## src/verilog/ufs_pkg.sv

```systemverilog
// Shared constants for the USB port fault supervisor.
package ufs_pkg;

  // ****************************************************************
  // Clock and timing
  // ****************************************************************
  localparam int CLK_PERIOD_NS  = 10;
  localparam int NS_PER_MS      = 1_000_000;
  localparam int DEGLITCH_MS    = 8;
  localparam int HICCUP_OFF_MS  = 118;
  // Least time rounds up to whole cycles.
  localparam int DEGLITCH_CYCLES = (DEGLITCH_MS * NS_PER_MS + CLK_PERIOD_NS - 1) / CLK_PERIOD_NS;
  // Longest time rounds down to whole cycles.
  localparam int HICCUP_OFF_CYCLES = (HICCUP_OFF_MS * NS_PER_MS) / CLK_PERIOD_NS;
  localparam int SHORT_CYCLE_COUNT = 128;
  localparam int SOFT_START_CYCLES = 1024;

  // ****************************************************************
  // Synchroniser bit positions of the comparator, switching clock and limit select inputs
  // ****************************************************************
  localparam int IDX_DP     = 0;
  localparam int IDX_DM     = 1;
  localparam int IDX_CC1    = 2;
  localparam int IDX_CC2    = 3;
  localparam int IDX_BUS    = 4;
  localparam int IDX_SHORT  = 5;
  localparam int IDX_SWCLK  = 6;
  localparam int IDX_OVLD   = 7;
  localparam int IDX_EXTFET = 8;
  localparam int SYNC_W     = 9;

  // ****************************************************************
  // Deglitched overvoltage sources
  // ****************************************************************
  localparam int SRC_BUS  = 0;
  localparam int SRC_DATA = 1;
  localparam int SRC_CFG  = 2;
  localparam int SRC_N    = 3;

  // Regulator hiccup states.
  typedef enum logic [1:0] {
    UFS_SOFT,
    UFS_RUN,
    UFS_OFF
  } ufs_hic_t;

endpackage

```

## src/verilog/ufs_dgl_if.sv

```systemverilog
// Interface joining one fault condition to its deglitch filter.
`timescale 1ns/1ns
interface ufs_dgl_if;
  logic cond;
  logic filt;
  modport src (output cond, input filt);
  modport flt (input cond, output filt);
endinterface

```

## src/verilog/ufs_deglitch.sv

```systemverilog
// Symmetric deglitch filter for one fault condition.
`timescale 1ns/1ns
module ufs_deglitch #(
  parameter int CYCLES = ufs_pkg::DEGLITCH_CYCLES
) (
  input  wire logic sys_clk,
  input  wire logic rstn,
  ufs_dgl_if.flt    link
);

  localparam int CW = $clog2(CYCLES + 1);
  localparam logic [CW-1:0] LAST = CW'(CYCLES - 1);

  logic [CW-1:0] cnt;

  // ****************************************************************
  // Filter
  // ****************************************************************
  // The filtered level follows only after the condition has differed from it for the full interval.
  always_ff @(posedge sys_clk or negedge rstn) begin
    if (!rstn) begin
      cnt       <= '0;
      link.filt <= 1'h0;
    end else if (link.cond == link.filt) begin
      cnt <= '0;
    end else if (cnt == LAST) begin
      cnt       <= '0;
      link.filt <= link.cond;
    end else begin
      cnt <= cnt + CW'(1);
    end
  end
endmodule // ufs_deglitch

```

## src/verilog/ufs_fault_supervisor.sv

```systemverilog
// Protection and fault supervisor of a USB charging port.
`timescale 1ns/1ns

module ufs_fault_supervisor #(
  parameter int DEGLITCH_CYCLES   = ufs_pkg::DEGLITCH_CYCLES,
  parameter int HICCUP_OFF_CYCLES = ufs_pkg::HICCUP_OFF_CYCLES,
  parameter int SOFT_START_CYCLES = ufs_pkg::SOFT_START_CYCLES,
  parameter int SHORT_CYCLE_COUNT = ufs_pkg::SHORT_CYCLE_COUNT
) (
  input  wire logic sys_clk,
  input  wire logic rstn,
  input  wire logic dataPlusOvCmp,
  input  wire logic dataMinusOvCmp,
  input  wire logic cfg1OvCmp,
  input  wire logic cfg2OvCmp,
  input  wire logic busOvCmp,
  input  wire logic outputShortCmp,
  input  wire logic switchingClock,
  input  wire logic overloadCmp,
  input  wire logic limitByExtFet,
  output logic      dataPlusSwitchOn,
  output logic      dataMinusSwitchOn,
  output logic      dataPlusDischarge,
  output logic      dataMinusDischarge,
  output logic      cfg1SwitchOn,
  output logic      cfg2SwitchOn,
  output logic      cfg1Discharge,
  output logic      cfg2Discharge,
  output logic      busDischarge,
  output logic      loadSwitchGateDrive,
  output logic      extFetLimit,
  output logic      buckCurrentLimit,
  output logic      regulatorEnable,
  output logic      softStart,
  output logic      faultOut,
  output logic      faultOe
);

  localparam int HW = $clog2(HICCUP_OFF_CYCLES + 1);
  localparam int SW = $clog2(SOFT_START_CYCLES + 1);
  localparam int NW = $clog2(SHORT_CYCLE_COUNT + 1);
  localparam logic [HW-1:0] HIC_LAST   = HW'(HICCUP_OFF_CYCLES - 1);
  localparam logic [SW-1:0] SOFT_LAST  = SW'(SOFT_START_CYCLES - 1);
  localparam logic [NW-1:0] SHORT_LAST = NW'(SHORT_CYCLE_COUNT - 1);

  logic [ufs_pkg::SYNC_W-1:0] syncA;
  logic [ufs_pkg::SYNC_W-1:0] syncB;
  logic                       swClkPrev;
  logic                       swTick;
  logic                       dataOv;
  logic                       cfgOv;
  logic [ufs_pkg::SRC_N-1:0]  ovCond;
  logic [ufs_pkg::SRC_N-1:0]  ovFilt;
  ufs_pkg::ufs_hic_t          hicState;
  logic [NW-1:0]              shortCnt;
  logic [HW-1:0]              hicTimer;
  logic [SW-1:0]              softTimer;
  logic                       hicOff;

  // ****************************************************************
  // Input synchronisers
  // ****************************************************************
  // All comparator inputs are asynchronous and pass two flip-flops; the switching clock is edge detected after them.
  always_ff @(posedge sys_clk or negedge rstn) begin
    if (!rstn) begin
      syncA     <= '0;
      syncB     <= '0;
      swClkPrev <= 1'h0;
    end else begin
      syncA     <= {limitByExtFet, overloadCmp, switchingClock, outputShortCmp,
                    busOvCmp, cfg2OvCmp, cfg1OvCmp, dataMinusOvCmp, dataPlusOvCmp};
      syncB     <= syncA;
      swClkPrev <= syncB[ufs_pkg::IDX_SWCLK];
    end
  end

  // Condition decode.
  assign swTick = syncB[ufs_pkg::IDX_SWCLK] && !swClkPrev;
  assign dataOv = syncB[ufs_pkg::IDX_DP] || syncB[ufs_pkg::IDX_DM];
  assign cfgOv  = syncB[ufs_pkg::IDX_CC1] || syncB[ufs_pkg::IDX_CC2];
  assign hicOff = (hicState == ufs_pkg::UFS_OFF);
  assign ovCond[ufs_pkg::SRC_BUS]  = syncB[ufs_pkg::IDX_BUS];
  assign ovCond[ufs_pkg::SRC_DATA] = dataOv;
  assign ovCond[ufs_pkg::SRC_CFG]  = cfgOv;

  // ****************************************************************
  // Protective switch actions
  // ****************************************************************
  // Switches and discharge paths react without deglitch and recover by themselves.
  always_ff @(posedge sys_clk or negedge rstn) begin
    if (!rstn) begin
      dataPlusSwitchOn    <= 1'h1;
      dataMinusSwitchOn   <= 1'h1;
      dataPlusDischarge   <= 1'h0;
      dataMinusDischarge  <= 1'h0;
      cfg1SwitchOn        <= 1'h1;
      cfg2SwitchOn        <= 1'h1;
      cfg1Discharge       <= 1'h0;
      cfg2Discharge       <= 1'h0;
      busDischarge        <= 1'h0;
      loadSwitchGateDrive <= 1'h0;
    end else begin
      dataPlusSwitchOn    <= !dataOv;
      dataMinusSwitchOn   <= !dataOv;
      dataPlusDischarge   <= syncB[ufs_pkg::IDX_DP];
      dataMinusDischarge  <= syncB[ufs_pkg::IDX_DM];
      cfg1SwitchOn        <= !cfgOv;
      cfg2SwitchOn        <= !cfgOv;
      cfg1Discharge       <= syncB[ufs_pkg::IDX_CC1];
      cfg2Discharge       <= syncB[ufs_pkg::IDX_CC2];
      busDischarge        <= syncB[ufs_pkg::IDX_BUS];
      loadSwitchGateDrive <= !syncB[ufs_pkg::IDX_BUS] && !hicOff;
    end
  end

  // ****************************************************************
  // Minor overload current limiting
  // ****************************************************************
  // The limit is taken by the external switch or the buck loop; it never reaches the fault output.
  always_ff @(posedge sys_clk or negedge rstn) begin
    if (!rstn) begin
      extFetLimit      <= 1'h0;
      buckCurrentLimit <= 1'h0;
    end else begin
      extFetLimit      <= syncB[ufs_pkg::IDX_OVLD] && syncB[ufs_pkg::IDX_EXTFET];
      buckCurrentLimit <= syncB[ufs_pkg::IDX_OVLD] && !syncB[ufs_pkg::IDX_EXTFET];
    end
  end

  // ****************************************************************
  // Hiccup sequencer
  // ****************************************************************
  // Consecutive short switching cycles are counted; any good cycle restarts the count.
  always_ff @(posedge sys_clk or negedge rstn) begin
    if (!rstn) begin
      hicState  <= ufs_pkg::UFS_SOFT;
      shortCnt  <= '0;
      hicTimer  <= '0;
      softTimer <= '0;
    end else begin
      unique case (hicState)
        ufs_pkg::UFS_SOFT: begin
          shortCnt <= '0;
          if (softTimer == SOFT_LAST) begin
            softTimer <= '0;
            hicState  <= ufs_pkg::UFS_RUN;
          end else begin
            softTimer <= softTimer + SW'(1);
          end
        end
        ufs_pkg::UFS_RUN: begin
          if (swTick && syncB[ufs_pkg::IDX_SHORT]) begin
            if (shortCnt == SHORT_LAST) begin
              shortCnt <= '0;
              hicState <= ufs_pkg::UFS_OFF;
            end else begin
              shortCnt <= shortCnt + NW'(1);
            end
          end else if (swTick) begin
            shortCnt <= '0;
          end
        end
        ufs_pkg::UFS_OFF: begin
          if (hicTimer == HIC_LAST) begin
            hicTimer <= '0;
            hicState <= ufs_pkg::UFS_SOFT;
          end else begin
            hicTimer <= hicTimer + HW'(1);
          end
        end
      endcase
    end
  end

  // Regulator control outputs.
  always_ff @(posedge sys_clk or negedge rstn) begin
    if (!rstn) begin
      regulatorEnable <= 1'h0;
      softStart       <= 1'h0;
    end else begin
      regulatorEnable <= !hicOff;
      softStart       <= (hicState == ufs_pkg::UFS_SOFT);
    end
  end

  // ****************************************************************
  // Fault reporting
  // ****************************************************************
  // One deglitch filter per overvoltage source.
  for (genvar g = 0; g < ufs_pkg::SRC_N; g++) begin : gDgl
    ufs_dgl_if link ();
    assign link.cond = ovCond[g];
    assign ovFilt[g] = link.filt;
    ufs_deglitch #(
      .CYCLES (DEGLITCH_CYCLES)
    ) uFilt (
      .sys_clk (sys_clk),
      .rstn    (rstn),
      .link    (link.flt)
    );
  end

  // The pin level is always low; the enable pulls it while any source is active.
  always_ff @(posedge sys_clk or negedge rstn) begin
    if (!rstn) begin
      faultOut <= 1'h0;
      faultOe  <= 1'h0;
    end else begin
      faultOut <= 1'h0;
      faultOe  <= (|ovFilt) || hicOff;
    end
  end
endmodule // ufs_fault_supervisor

```

## config.mk

```make
export PLATFORM = sky130hd
export DESIGN_NAME = ufs_fault_supervisor
export DESIGN_NICKNAME = d
export VERILOG_FILES = /design/src/verilog/ufs_pkg.sv /design/src/verilog/ufs_dgl_if.sv /design/src/verilog/ufs_deglitch.sv /design/src/verilog/ufs_fault_supervisor.sv
export SDC_FILE = /design/constraint.sdc
export NUM_CORES = 1
export LEC_CHECK = 0
export BUFFER_PORTS_ARGS = -buffer_cell sky130_fd_sc_hd__buf_2
export CAP_MARGIN = 20
export CORE_MARGIN = 4
export CORE_UTILIZATION = 60
export CTS_CLUSTER_DIAMETER = 150
export DETAILED_ROUTE_END_ITERATION = 16
export GPL_TIMING_DRIVEN = 0
export MAX_ROUTING_LAYER = met4
export PLACE_DENSITY = 0.76
export REMOVE_ABC_BUFFERS = 1
export SLEW_MARGIN = 20
export SYNTH_ARGS = -nofsm -noshare
export SYNTH_HDL_FRONTEND = slang
export SYNTH_SLANG_ARGS = --single-unit
```

## constraint.sdc

```tcl
create_clock -name sys_clk -period 3.6 [get_ports sys_clk]
set_input_delay 0.54 -clock sys_clk [delete_from_list [all_inputs] [get_ports sys_clk]]
set_output_delay 0.54 -clock sys_clk [all_outputs]
set_load 0.05 [all_outputs]
```

==> results of run 1 <==
==> metrics by stage <==
step | cells | utilization [%]
global route | 772 | 69.3
global placement | 738 | 63.3
finish | 772 | 69.3
detailed placement | 739 | 63.7
CTS | 772 | 69.3
floorplan | 577 | -
==> how the worst max path moves through the flow <==
stage | start | endpoint | slack [ns]
floorplan | hicState[0] | hicTimer[23] | 1.48
global placement | rstn | gDgl[2].uFilt.cnt[16] | 0.17
detailed placement | hicState[0] | hicTimer[23] | 0.87
CTS | hicState[0] | hicTimer[23] | 0.88
global route | hicState[0] | hicTimer[23] | 0.60
finish | hicState[0] | hicTimer[23] | 0.86
==> routing by layer <==
metal,vias to the layer above,global-route usage [%]
met1,2172,26.9
met5,-,-
li1,2117,-
met3,7,6.39
met2,62,33.4
met4,0,7.47
==> power by group <==
group	switching, W	internal, W
Combinational	0.000103	0.0000490
Clock	0.000699	0.000998
Sequential	0.0000418	0.00163
Total	0.000844	0.00267
==> synth_stat cells, types with 3 or more instances <==
master,number,share of area (%)
nand4_1,28,2.8
nor2b_1,3,0.30
xor2_1,37,5.1
o31ai_1,3,0.35
or4_1,3,0.35
nand3_1,30,2.4
nor4_4,4,1.3
buf_4,5,0.59
a21oi_1,9,0.71
ha_1,9,1.8
buf_6,5,0.89
and3_1,12,1.2
inv_1,16,0.94
and4_1,9,1.2
a31oi_1,3,0.30
clkbuf_1,6,0.35
or2_1,3,0.30
nand2_1,36,2.1
mux2_2,3,0.53
a22o_1,4,0.55
nand2b_1,4,0.39
xnor2_1,40,5.5
o21ai_0,22,1.7
a21o_1,3,0.35
nor3_1,20,1.6
nor4_1,6,0.59
nor2_1,92,5.4
dfrtp_1,138,54
and2_1,4,0.39
==> cells in the final DEF (no fill, tap or decap), types with 3 or more instances in the layout <==
cell          n
a21oi_1       9
o21ai_0      22
and3_1       12
or4_1         3
nand2b_1      4
nor2b_1       3
dfrtp_1     138
nor3_1       20
nor4_1        6
a22o_1        4
xor2_1       37
nor2_1       92
inv_1        16
buf_2        24
xnor2_1      40
mux2_2        3
a31oi_1       3
o31ai_1       3
nand2_1      36
inv_6         6
clkbuf_16    16
ha_1          9
a21o_1        3
or2_1         3
nand4_1      28
clkinv_2      3
nor4_4        4
nand3_1      30
and2_1        4
and4_1        9
clkinvlp_4    3
==> logic make-up (layout without fill, tap and decap cells) <==
family,count (synthesis),after routing
AND/OR/NAND/NOR,275,275
flip-flops,140,140
XOR/XNOR,77,77
AO/OA/AOI/OAI,53,53
buffers and inverters,34,76
adder cells (fa/ha/maj),9,9
multiplexers,5,5
other,1,1
==> worst register-to-register path, stage by stage (launching register included) <==
cell,delay (ns)
dfrtp_1,0.39
inv_1,0.10
ha_1,0.75
nand4_1,0.52
nor4_4,0.46
nand4_1,0.17
xor2_1,0.15
a21oi_1,0.05
==> state kept, by name, summed over array words and instances, names as in the netlist, 2 cells and up <==
register,flops
gDgl.uFilt.cnt,60
hicState,2
shortCnt,8
hicTimer,24
softTimer,11
gDgl.uFilt.link.filt,3
syncB,9
syncA,9
==> final cells by class <==
| type | instances | area, um^2 |
|---|---|---|
| clock buffers | 17 | 414 |
| clock inverters | 15 | 161 |
| fillers | 745 | 3170 |
| inverters | 17 | 63.8 |
| multi-input cells | 420 | 2670 |
| flip-flops and latches | 140 | 3510 |
| well taps | 136 | 170 |
| repair buffers | 27 | 173 |
==> flow_metrics.env, run 1 <==
export IMPL_slew_viol_final=0
export IMPL_synth_top_family_by_area="simple AND/OR/NAND/NOR gates"
export IMPL_ys_flop_type="dfrtp_1"
export IMPL_vias=4358
export IMPL_crit_required_ns=3.98
export IMPL_core_area_um2=10300
export IMPL_drc_errors=0
export IMPL_antenna_left=0
export IMPL_layout_min_cycle_time_ns=2.74
export IMPL_fin_ws_ns=0.861
export IMPL_cts_root_buf="clkbuf_8"
export IMPL_cpMaxStageDelayCell="ha_1"
export IMPL_layout_area_overhead_vs_synth_pct=12.5
export IMPL_min_from="dataPlusOvCmp"
export IMPL_route_met2_wl_um=5860
export IMPL_synth_edff_count=0
export IMPL_critPathKind="flip-flop to flip-flop"
export IMPL_wl_um=11700
export IMPL_r2r_cells=7
export IMPL_grt_max_degree=82
export IMPL_r2r_end="hicTimer[23]"
export IMPL_hpwl_um=7620
export IMPL_grt_pass1_wl_um=20900
export IMPL_post_cts_buffers=0
export IMPL_drive_above_1_share_pct=12.7
export IMPL_synth_area_um2=6360
export IMPL_total_power_w=0.00352
export IMPL_tightestPinTransition_ns=0.886
export IMPL_dr_first_iter_drc_count=272
export IMPL_slew_headroom_pct=40.9
export IMPL_netlist_instances=594
export IMPL_cts_buffers_inserted=17
export IMPL_critical_path_arrival_ns=3.12
export IMPL_post_place_ws_ns=0.866
export IMPL_start_util_pct=61.6
export IMPL_crit_cells=7
export IMPL_cts_buffer_depth=2
export IMPL_dieArea_um2=12300
export IMPL_grt_pass1_vias=4502
export IMPL_rows=37
export IMPL_dr_pass1_iters=5
export IMPL_outcome="completed"
export IMPL_synth_fa_ha_area_share_pct=1.77
export IMPL_cts_resized=0
export IMPL_die_width_um=111
export IMPL_path_common_cell="nand4_1"
export IMPL_grt_util_all_layers_pct=21.4
export IMPL_rsz0062_at_grt="no"
export IMPL_syn_area_per_cell_um2=10.7
export IMPL_powerDensity_nw_per_um2=491
export IMPL_fp_dieH_um=111
export IMPL_ctsHoldBuffers=1
export IMPL_start_kind="flip-flop"
export IMPL_antennaDiodeCount=0
export IMPL_synth_distinct_cells=59
export IMPL_critPathCaptureType="flip-flop"
export IMPL_yosys_warnings=0
export IMPL_synth_simple_gate_area_share_pct=23.5
export IMPL_crit_buf_inv=1
export IMPL_path_max_fanout=24
export IMPL_cpPeakStageDelay_ns=0.75
export IMPL_r2r_slack_ns=0.86
export IMPL_gr_total_overflow=0
export IMPL_topRoutingLayerUsed="met4"
export IMPL_cp_cell_sequence="inv_1, ha_1, nand4_1, nor4_4, nand4_1, xor2_1, a21oi_1"
export IMPL_path_delay_family="simple AND/OR/NAND/NOR gates"
export IMPL_setup_viol=0
export IMPL_p_leak_nw=3.22
export IMPL_ir_drop_mv=0.394
export IMPL_clk_pin_slew_ns=0.07
export IMPL_hold_path_depth=1
export IMPL_synth_seq_cells=140
export IMPL_clock_latency_ns=0.53
export IMPL_skew_ns=0.00899
export IMPL_wl_met1_um=5370
export IMPL_clkSinkCount=140
export IMPL_synth_xor_area_share_pct=10.6
export IMPL_hold_path_class="primary input to flip-flop"
export IMPL_port_buffers=25
export IMPL_final_area_um2=7160
export IMPL_fin_setup_tns_ns=0
export IMPL_cts_tree="built"
export IMPL_timing_rr_start="hicState[0]"
export IMPL_ys_seq_area_share_pct=55.1
export IMPL_whs_endpoint="syncA[0]"
export IMPL_final_hold_viol_count=0
export IMPL_async_flop_share_pct=100
export IMPL_synth_mux_area_share_pct=0.846
export IMPL_hold_ws_ns=0.110
export IMPL_place_gp_congestion=0.847
export IMPL_cts_htree_levels=4
export IMPL_via_per_inst=5.65
export IMPL_pin_count=27
export IMPL_met3_wirelength_um=358
export IMPL_wire_per_inst_um=15.2
export IMPL_cap_violations=0
export IMPL_timing_fmax_ghz=0.365
export IMPL_nNetsFinal=643
export IMPL_post_dp_cell_area_um2=6570
export IMPL_synth_compound_area_share_pct=5.21
export IMPL_antenna_found_initial=0
export IMPL_period_share_pct=76.1
(Power assumes the default switching activity.)
==> inputs of run 2 (changes only) <==
==> constraint.sdc (replaced) <==
create_clock -name sys_clk -period 2.55 [get_ports sys_clk]
set_input_delay 0.3825 -clock sys_clk [delete_from_list [all_inputs] [get_ports sys_clk]]
set_output_delay 0.3825 -clock sys_clk [all_outputs]
set_load 0.05 [all_outputs]
==> run 2 against run 1 <==
  * Critical path depth down 1
  * Maximum frequency up 20%
  * Count of clock-buffer cells in the layout unchanged
  * Non-clock buffer count up 9
  * Design area up 1.4%
  * Global-route usage up 0.14 points
  * Via count up 0.55%
  * Critical path type unchanged
  * Critical endpoint is now gDgl[1].uFilt.cnt[12]
  * Highest routed layer unchanged
==> flow_metrics.env, run 2 (synthesized netlist as in run 1, its figures left out) <==
export IMPL_ff_latch_area_um2=3510
export IMPL_crit_buf_inv=0
export IMPL_cts_htree_levels=4
export IMPL_largest_reg_flops=60
export IMPL_fill_cells=729
export IMPL_p_leak_nw=3.26
export IMPL_hold_ws_ns=0.349
export IMPL_cts_buffer_depth=2
export IMPL_layout_common_cells="138 x dfrtp_1, 92 x nor2_1, 40 x xnor2_1, 37 x xor2_1, 36 x nand2_1"
export IMPL_gr_total_overflow=0
export IMPL_layout_area_overhead_vs_synth_pct=14.1
export IMPL_path_delay_family="simple AND/OR/NAND/NOR gates"
export IMPL_fin_ws_ns=0.259
export IMPL_clkSinkCount=140
export IMPL_cap_violations=0
export IMPL_start_util_pct=61.6
export IMPL_post_cts_buffers=0
export IMPL_die_width_um=111
export IMPL_slew_headroom_pct=54.8
export IMPL_period_share_pct=89.9
export IMPL_nNetsFinal=652
export IMPL_cpMaxStageDelayCell="or2_1"
export IMPL_grt_pass1_wl_um=21000
export IMPL_powerDensity_nw_per_um2=685
export IMPL_core_area_um2=10300
export IMPL_cts_root_buf="clkbuf_8"
export IMPL_path_max_fanout=19
export IMPL_cts_buffers_inserted=17
export IMPL_crit_required_ns=2.94
export IMPL_p_clk_share_pct=48.2
export IMPL_layout_min_cycle_time_ns=2.29
export IMPL_port_buffers=25
export IMPL_outcome="completed"
export IMPL_rows=37
export IMPL_pin_count=27
export IMPL_tightestPinTransition_ns=0.678
export IMPL_vias=4382
export IMPL_hpwl_um=7620
export IMPL_place_gp_congestion=0.847
export IMPL_critical_path_arrival_ns=2.68
export IMPL_clk_pin_slew_ns=0.06
export IMPL_fp_dieH_um=111
export IMPL_p_switching_w=0.00119
export IMPL_slew_viol_final=0
export IMPL_setup_viol=0
export IMPL_p_int_w=0.00378
export IMPL_antenna_left=0
export IMPL_final_core_util_pct=70.3
export IMPL_comb_power_share_pct=4.5
export IMPL_wire_per_inst_um=15.1
export IMPL_timing_fmax_ghz=0.436
export IMPL_seq_power_share_pct=47.3
export IMPL_antennaDiodeCount=0
export IMPL_final_hold_viol_count=0
export IMPL_start_kind="flip-flop"
export IMPL_grt_util_all_layers_pct=21.6
export IMPL_dr_first_iter_drc_count=293
export IMPL_dr_pass1_iters=5
export IMPL_p_sw_share_pct=23.9
export IMPL_drive_above_1_share_pct=12.7
export IMPL_wl_um=11800
export IMPL_largest_register="gDgl.uFilt.cnt"
export IMPL_reg_largest_list="gDgl.uFilt.cnt: 60 flops, hicTimer: 24 flops, softTimer: 11 flops"
export IMPL_drc_errors=0
export IMPL_cpPeakStageDelay_ns=0.60
export IMPL_rsz0062_at_grt="no"
export IMPL_via_per_inst=5.61
export IMPL_cts_tree="built"
export IMPL_critPathCaptureType="flip-flop"
export IMPL_hold_path_class="flip-flop to flip-flop"
export IMPL_multi_input_area_um2=2680
export IMPL_ir_drop_mv=0.559
export IMPL_post_place_ws_ns=-0.184
export IMPL_grt_max_degree=82
export IMPL_dieArea_um2=12300
export IMPL_skew_ns=0.00923
export IMPL_antenna_found_initial=0
export IMPL_clock_latency_ns=0.53
export IMPL_critPathKind="flip-flop to flip-flop"
export IMPL_cp_cell_sequence="ha_1, and3_1, nand3_2, nor4_2, or2_1, nor2_1"
export IMPL_grt_pass1_vias=4534
export IMPL_final_common_cell="dfrtp_1"
==> run 2: metrics by stage <==
step,total power [W],setup TNS (ns),cells,area [um^2]
floorplan,0.00251,0,577,6240
global placement,0.00259,-98.68,738,6540
detailed placement,0.00261,-0.534,739,6570
CTS,0.00503,0,781,7250
global route,0.00518,0,781,7260
finish,0.00497,0,781,7260
==> run 2: repair_timing <==
| item | in CTS | in global routing |
|---|---|---|
| gates resized for setup | 1 | 1 |
| setup endpoints to repair | 5 | 1 |
| hold endpoints to repair | 87 | 0 |
| hold buffers | 10 | 0 |
==> run 2: layout make-up <==
type,count,share of cell area (%)
sequential,140,48.3
clock buffer,17,5.70
clock inverter,15,2.22
tap,136,2.34
multi-input combinational,420,36.9
inverter,17,0.879
timing repair buffer,36,3.62
==> run 2: path summary, 6_finish.rpt <==
| check | startpoint | end | slack, ns | depth (start not counted) |
|---|---|---|---|---|
| max | gDgl[1].uFilt.cnt[0] | gDgl[1].uFilt.cnt[12] | 0.26 | 6 |
| min | syncA[5] | syncB[5] | 0.35 | 0 |
| max reg2reg | gDgl[1].uFilt.cnt[0] | gDgl[1].uFilt.cnt[12] | 0.26 | 6 |
| min reg2reg | syncA[5] | syncB[5] | 0.35 | 0 |
| max in group asynchronous | rstn | syncA[8] | 1.43 | 3 |
| min in group asynchronous | rstn | softTimer[3] | 0.43 | 2 |
==> run 2: power by group through the flow <==
| stage | clock (W) | sequential (W) | combinational [W] |
|---|---|---|---|
| after floorplan | 0 | 0.00241 | 0.0000947 |
| after global placement | 0 | 0.00239 | 0.000203 |
| after detailed placement | 0 | 0.00239 | 0.000219 |
| after CTS | 0.00244 | 0.00235 | 0.000231 |
| after global routing | 0.00256 | 0.00236 | 0.000260 |
| final | 0.00239 | 0.00235 | 0.000225 |
==> run 2: per-layer routing <==
layer,vias to the layer above,part of all wire [%],GRT usage [%]
met5,-,0,-
met1,2157,46,27.0
met4,0,1.4,7.47
met3,16,3.7,6.39
li1,2136,-,-
met2,73,49,33.7
==> inputs of run 3 (changes only) <==
==> constraint.sdc (replaced) <==
create_clock -name sys_clk -period 2.2 [get_ports sys_clk]
set_input_delay 0.33 -clock sys_clk [delete_from_list [all_inputs] [get_ports sys_clk]]
set_output_delay 0.33 -clock sys_clk [all_outputs]
set_load 0.05 [all_outputs]
==> run 3 against run 2 <==
  * Final cell count rose by 0.26%
  * Register-to-register slack worse by 0.12 ns
  * Maximum frequency grew 11%
  * Utilization grew 0.22 points
  * Combinational power rose by 16%
  * Sequential cell count did not move
  * Critical endpoint is now hicTimer[23]
  * Largest cell class unchanged
==> flow_metrics.env, run 3 (synthesized netlist as in run 1, its figures left out) <==
export IMPL_p_leak_nw=3.27
export IMPL_dr_pass1_iters=4
export IMPL_hold_path_class="flip-flop to flip-flop"
export IMPL_cts_buffers_inserted=17
export IMPL_setup_viol=0
export IMPL_total_power_w=0.00576
export IMPL_outcome="completed"
export IMPL_largest_register="gDgl.uFilt.cnt"
export IMPL_die_width_um=111
export IMPL_r2r_cells=8
export IMPL_hold_path_depth=0
export IMPL_layout_min_cycle_time_ns=2.07
export IMPL_wl_um=11800
export IMPL_wire_per_inst_um=15.1
export IMPL_powerDensity_nw_per_um2=791
export IMPL_cts_root_buf="clkbuf_8"
export IMPL_ir_drop_mv=0.646
export IMPL_rows=37
export IMPL_fp_dieH_um=111
export IMPL_critical_path_arrival_ns=2.53
export IMPL_hpwl_um=7620
export IMPL_timing_rr_start="hicState[0]"
export IMPL_start_util_pct=61.6
export IMPL_cts_htree_levels=4
export IMPL_clkSinkCount=140
export IMPL_clock_latency_ns=0.53
export IMPL_crit_cells=8
export IMPL_port_buffers=25
export IMPL_grt_max_degree=82
export IMPL_final_core_util_pct=70.5
export IMPL_hold_ws_ns=0.349
export IMPL_slew_viol_final=0
export IMPL_crit_buf_inv=2
export IMPL_core_area_um2=10300
export IMPL_final_hold_viol_count=0
export IMPL_worstSetupStartpoint="hicState[0]"
export IMPL_cpPeakStageDelay_ns=0.39
export IMPL_drc_errors=0
export IMPL_place_gp_congestion=0.847
export IMPL_period_share_pct=93.9
export IMPL_vias=4398
export IMPL_dr_first_iter_drc_count=314
export IMPL_reg_largest_list="gDgl.uFilt.cnt: 60 flops, hicTimer: 24 flops, softTimer: 11 flops"
export IMPL_cap_violations=0
export IMPL_cts_buffer_depth=2
export IMPL_skew_ns=0.00862
export IMPL_r2r_slack_ns=0.13
export IMPL_timing_fmax_ghz=0.484
export IMPL_crit_required_ns=2.66
export IMPL_final_cells=783
export IMPL_critPathCaptureType="flip-flop"
export IMPL_slew_headroom_pct=60.5
export IMPL_antennaDiodeCount=0
export IMPL_cp_cell_sequence="inv_1, ha_4, nand4_1, buf_4, nor4_4, nand4_1, xor2_1, a21oi_1"
export IMPL_critPathCapture="hicTimer[23]"
export IMPL_r2r_end="hicTimer[23]"
export IMPL_antenna_left=0
export IMPL_pin_count=27
export IMPL_drive_above_1_share_pct=13.6
export IMPL_layout_area_overhead_vs_synth_pct=14.5
export IMPL_largest_reg_flops=60
export IMPL_tightestPinTransition_ns=0.592
export IMPL_cpMaxStageDelayCell="dfrtp_1"
export IMPL_path_delay_family="simple AND/OR/NAND/NOR gates"
export IMPL_layout_common_cells="138 x dfrtp_1, 92 x nor2_1, 40 x xnor2_1, 37 x xor2_1, 36 x nand2_1"
export IMPL_cts_tree="built"
export IMPL_path_common_cell="nand4_1"
export IMPL_path_max_fanout=24
export IMPL_grt_pass1_vias=4535
export IMPL_start_kind="flip-flop"
export IMPL_antenna_found_initial=0
export IMPL_final_common_cell="dfrtp_1"
export IMPL_gr_total_overflow=0
export IMPL_clk_pin_slew_ns=0.07
export IMPL_via_per_inst=5.62
export IMPL_nNetsFinal=654
export IMPL_critPathKind="flip-flop to flip-flop"
export IMPL_dp_cells=739
export IMPL_grt_util_all_layers_pct=21.6
export IMPL_grt_pass1_wl_um=21100
export IMPL_dieArea_um2=12300
run 3: changes by cell type in the layout (fill, tap and decap cells not counted):
cell / previous run / this run
buf_4: 0 / 2
nor3_1: 20 / 19
or2_4: 0 / 1
nor3_2: 1 / 2
or2_1: 3 / 0
or2_2: 0 / 2
run 3: repair_timing:
item	4_1_cts	5_1_grt
endpoints found under the hold margin	87	0
gates resized for setup	3	4
hold buffers	10	0
setup endpoints to repair	32	62
buffers inserted	0	2
cloned	0	0
pin swaps	0	1
run 3: worst min path at each step:
| stage | startpoint | endpoint | slack, ns |
|---|---|---|---|
| after floorplan | rstn | buckCurrentLimit | 0.03 |
| after global placement | syncA[3] | syncB[3] | 0.33 |
| after detailed placement | syncA[4] | syncB[4] | 0.34 |
| after CTS | syncA[5] | syncB[5] | 0.35 |
| after global routing | syncA[5] | syncB[5] | 0.36 |
| final | syncA[5] | syncB[5] | 0.35 |
run 3: layer usage:
layer	vias to the layer above	routed length (um)	track usage, %
met5	-	0	-
met3	14	359	6.39
met2	63	5860	33.7
li1	2140	-	-
met1	2181	5400	27.3
met4	0	165	7.47
run 3: cell type report:
class | instances | area (um^2)
clock buffers | 17 | 414
clock inverters | 15 | 161
fillers | 726 | 3040
inverters | 17 | 63.8
multi-input cells | 420 | 2690
flip-flops and latches | 140 | 3510
well taps | 136 | 170
repair buffers | 38 | 278
run 3: worst register-to-register path, stage by stage, from the launching register on:
cell and delay, ns:
dfrtp_1 0.39, inv_1 0.15, ha_4 0.33, nand4_1 0.17
buf_4 0.19, nor4_4 0.33, nand4_1 0.17, xor2_1 0.16
a21oi_1 0.10
run 3: stage by stage:
step	setup TNS, ns	setup WS (ns)	area [um^2]
6_report	0	0.135	7280
4_1_cts	0	0.0183	7260
2_1_floorplan	0	0.0816	6240
3_3_place_gp	-142.94	-1.02	6540
3_5_place_dp	-4.27	-0.534	6570
5_1_grt	-0.0479	-0.0479	7280
run 3: report_power, final:
part	switching [W]	internal [W]	leakage, nW	total [W]
registers	0.0000677	0.00266	1.85	0.00273
clock network	0.00114	0.00163	0.278	0.00277
logic	0.000170	0.0000918	1.14	0.000262
total	0.00138	0.00438	3.27	0.00576
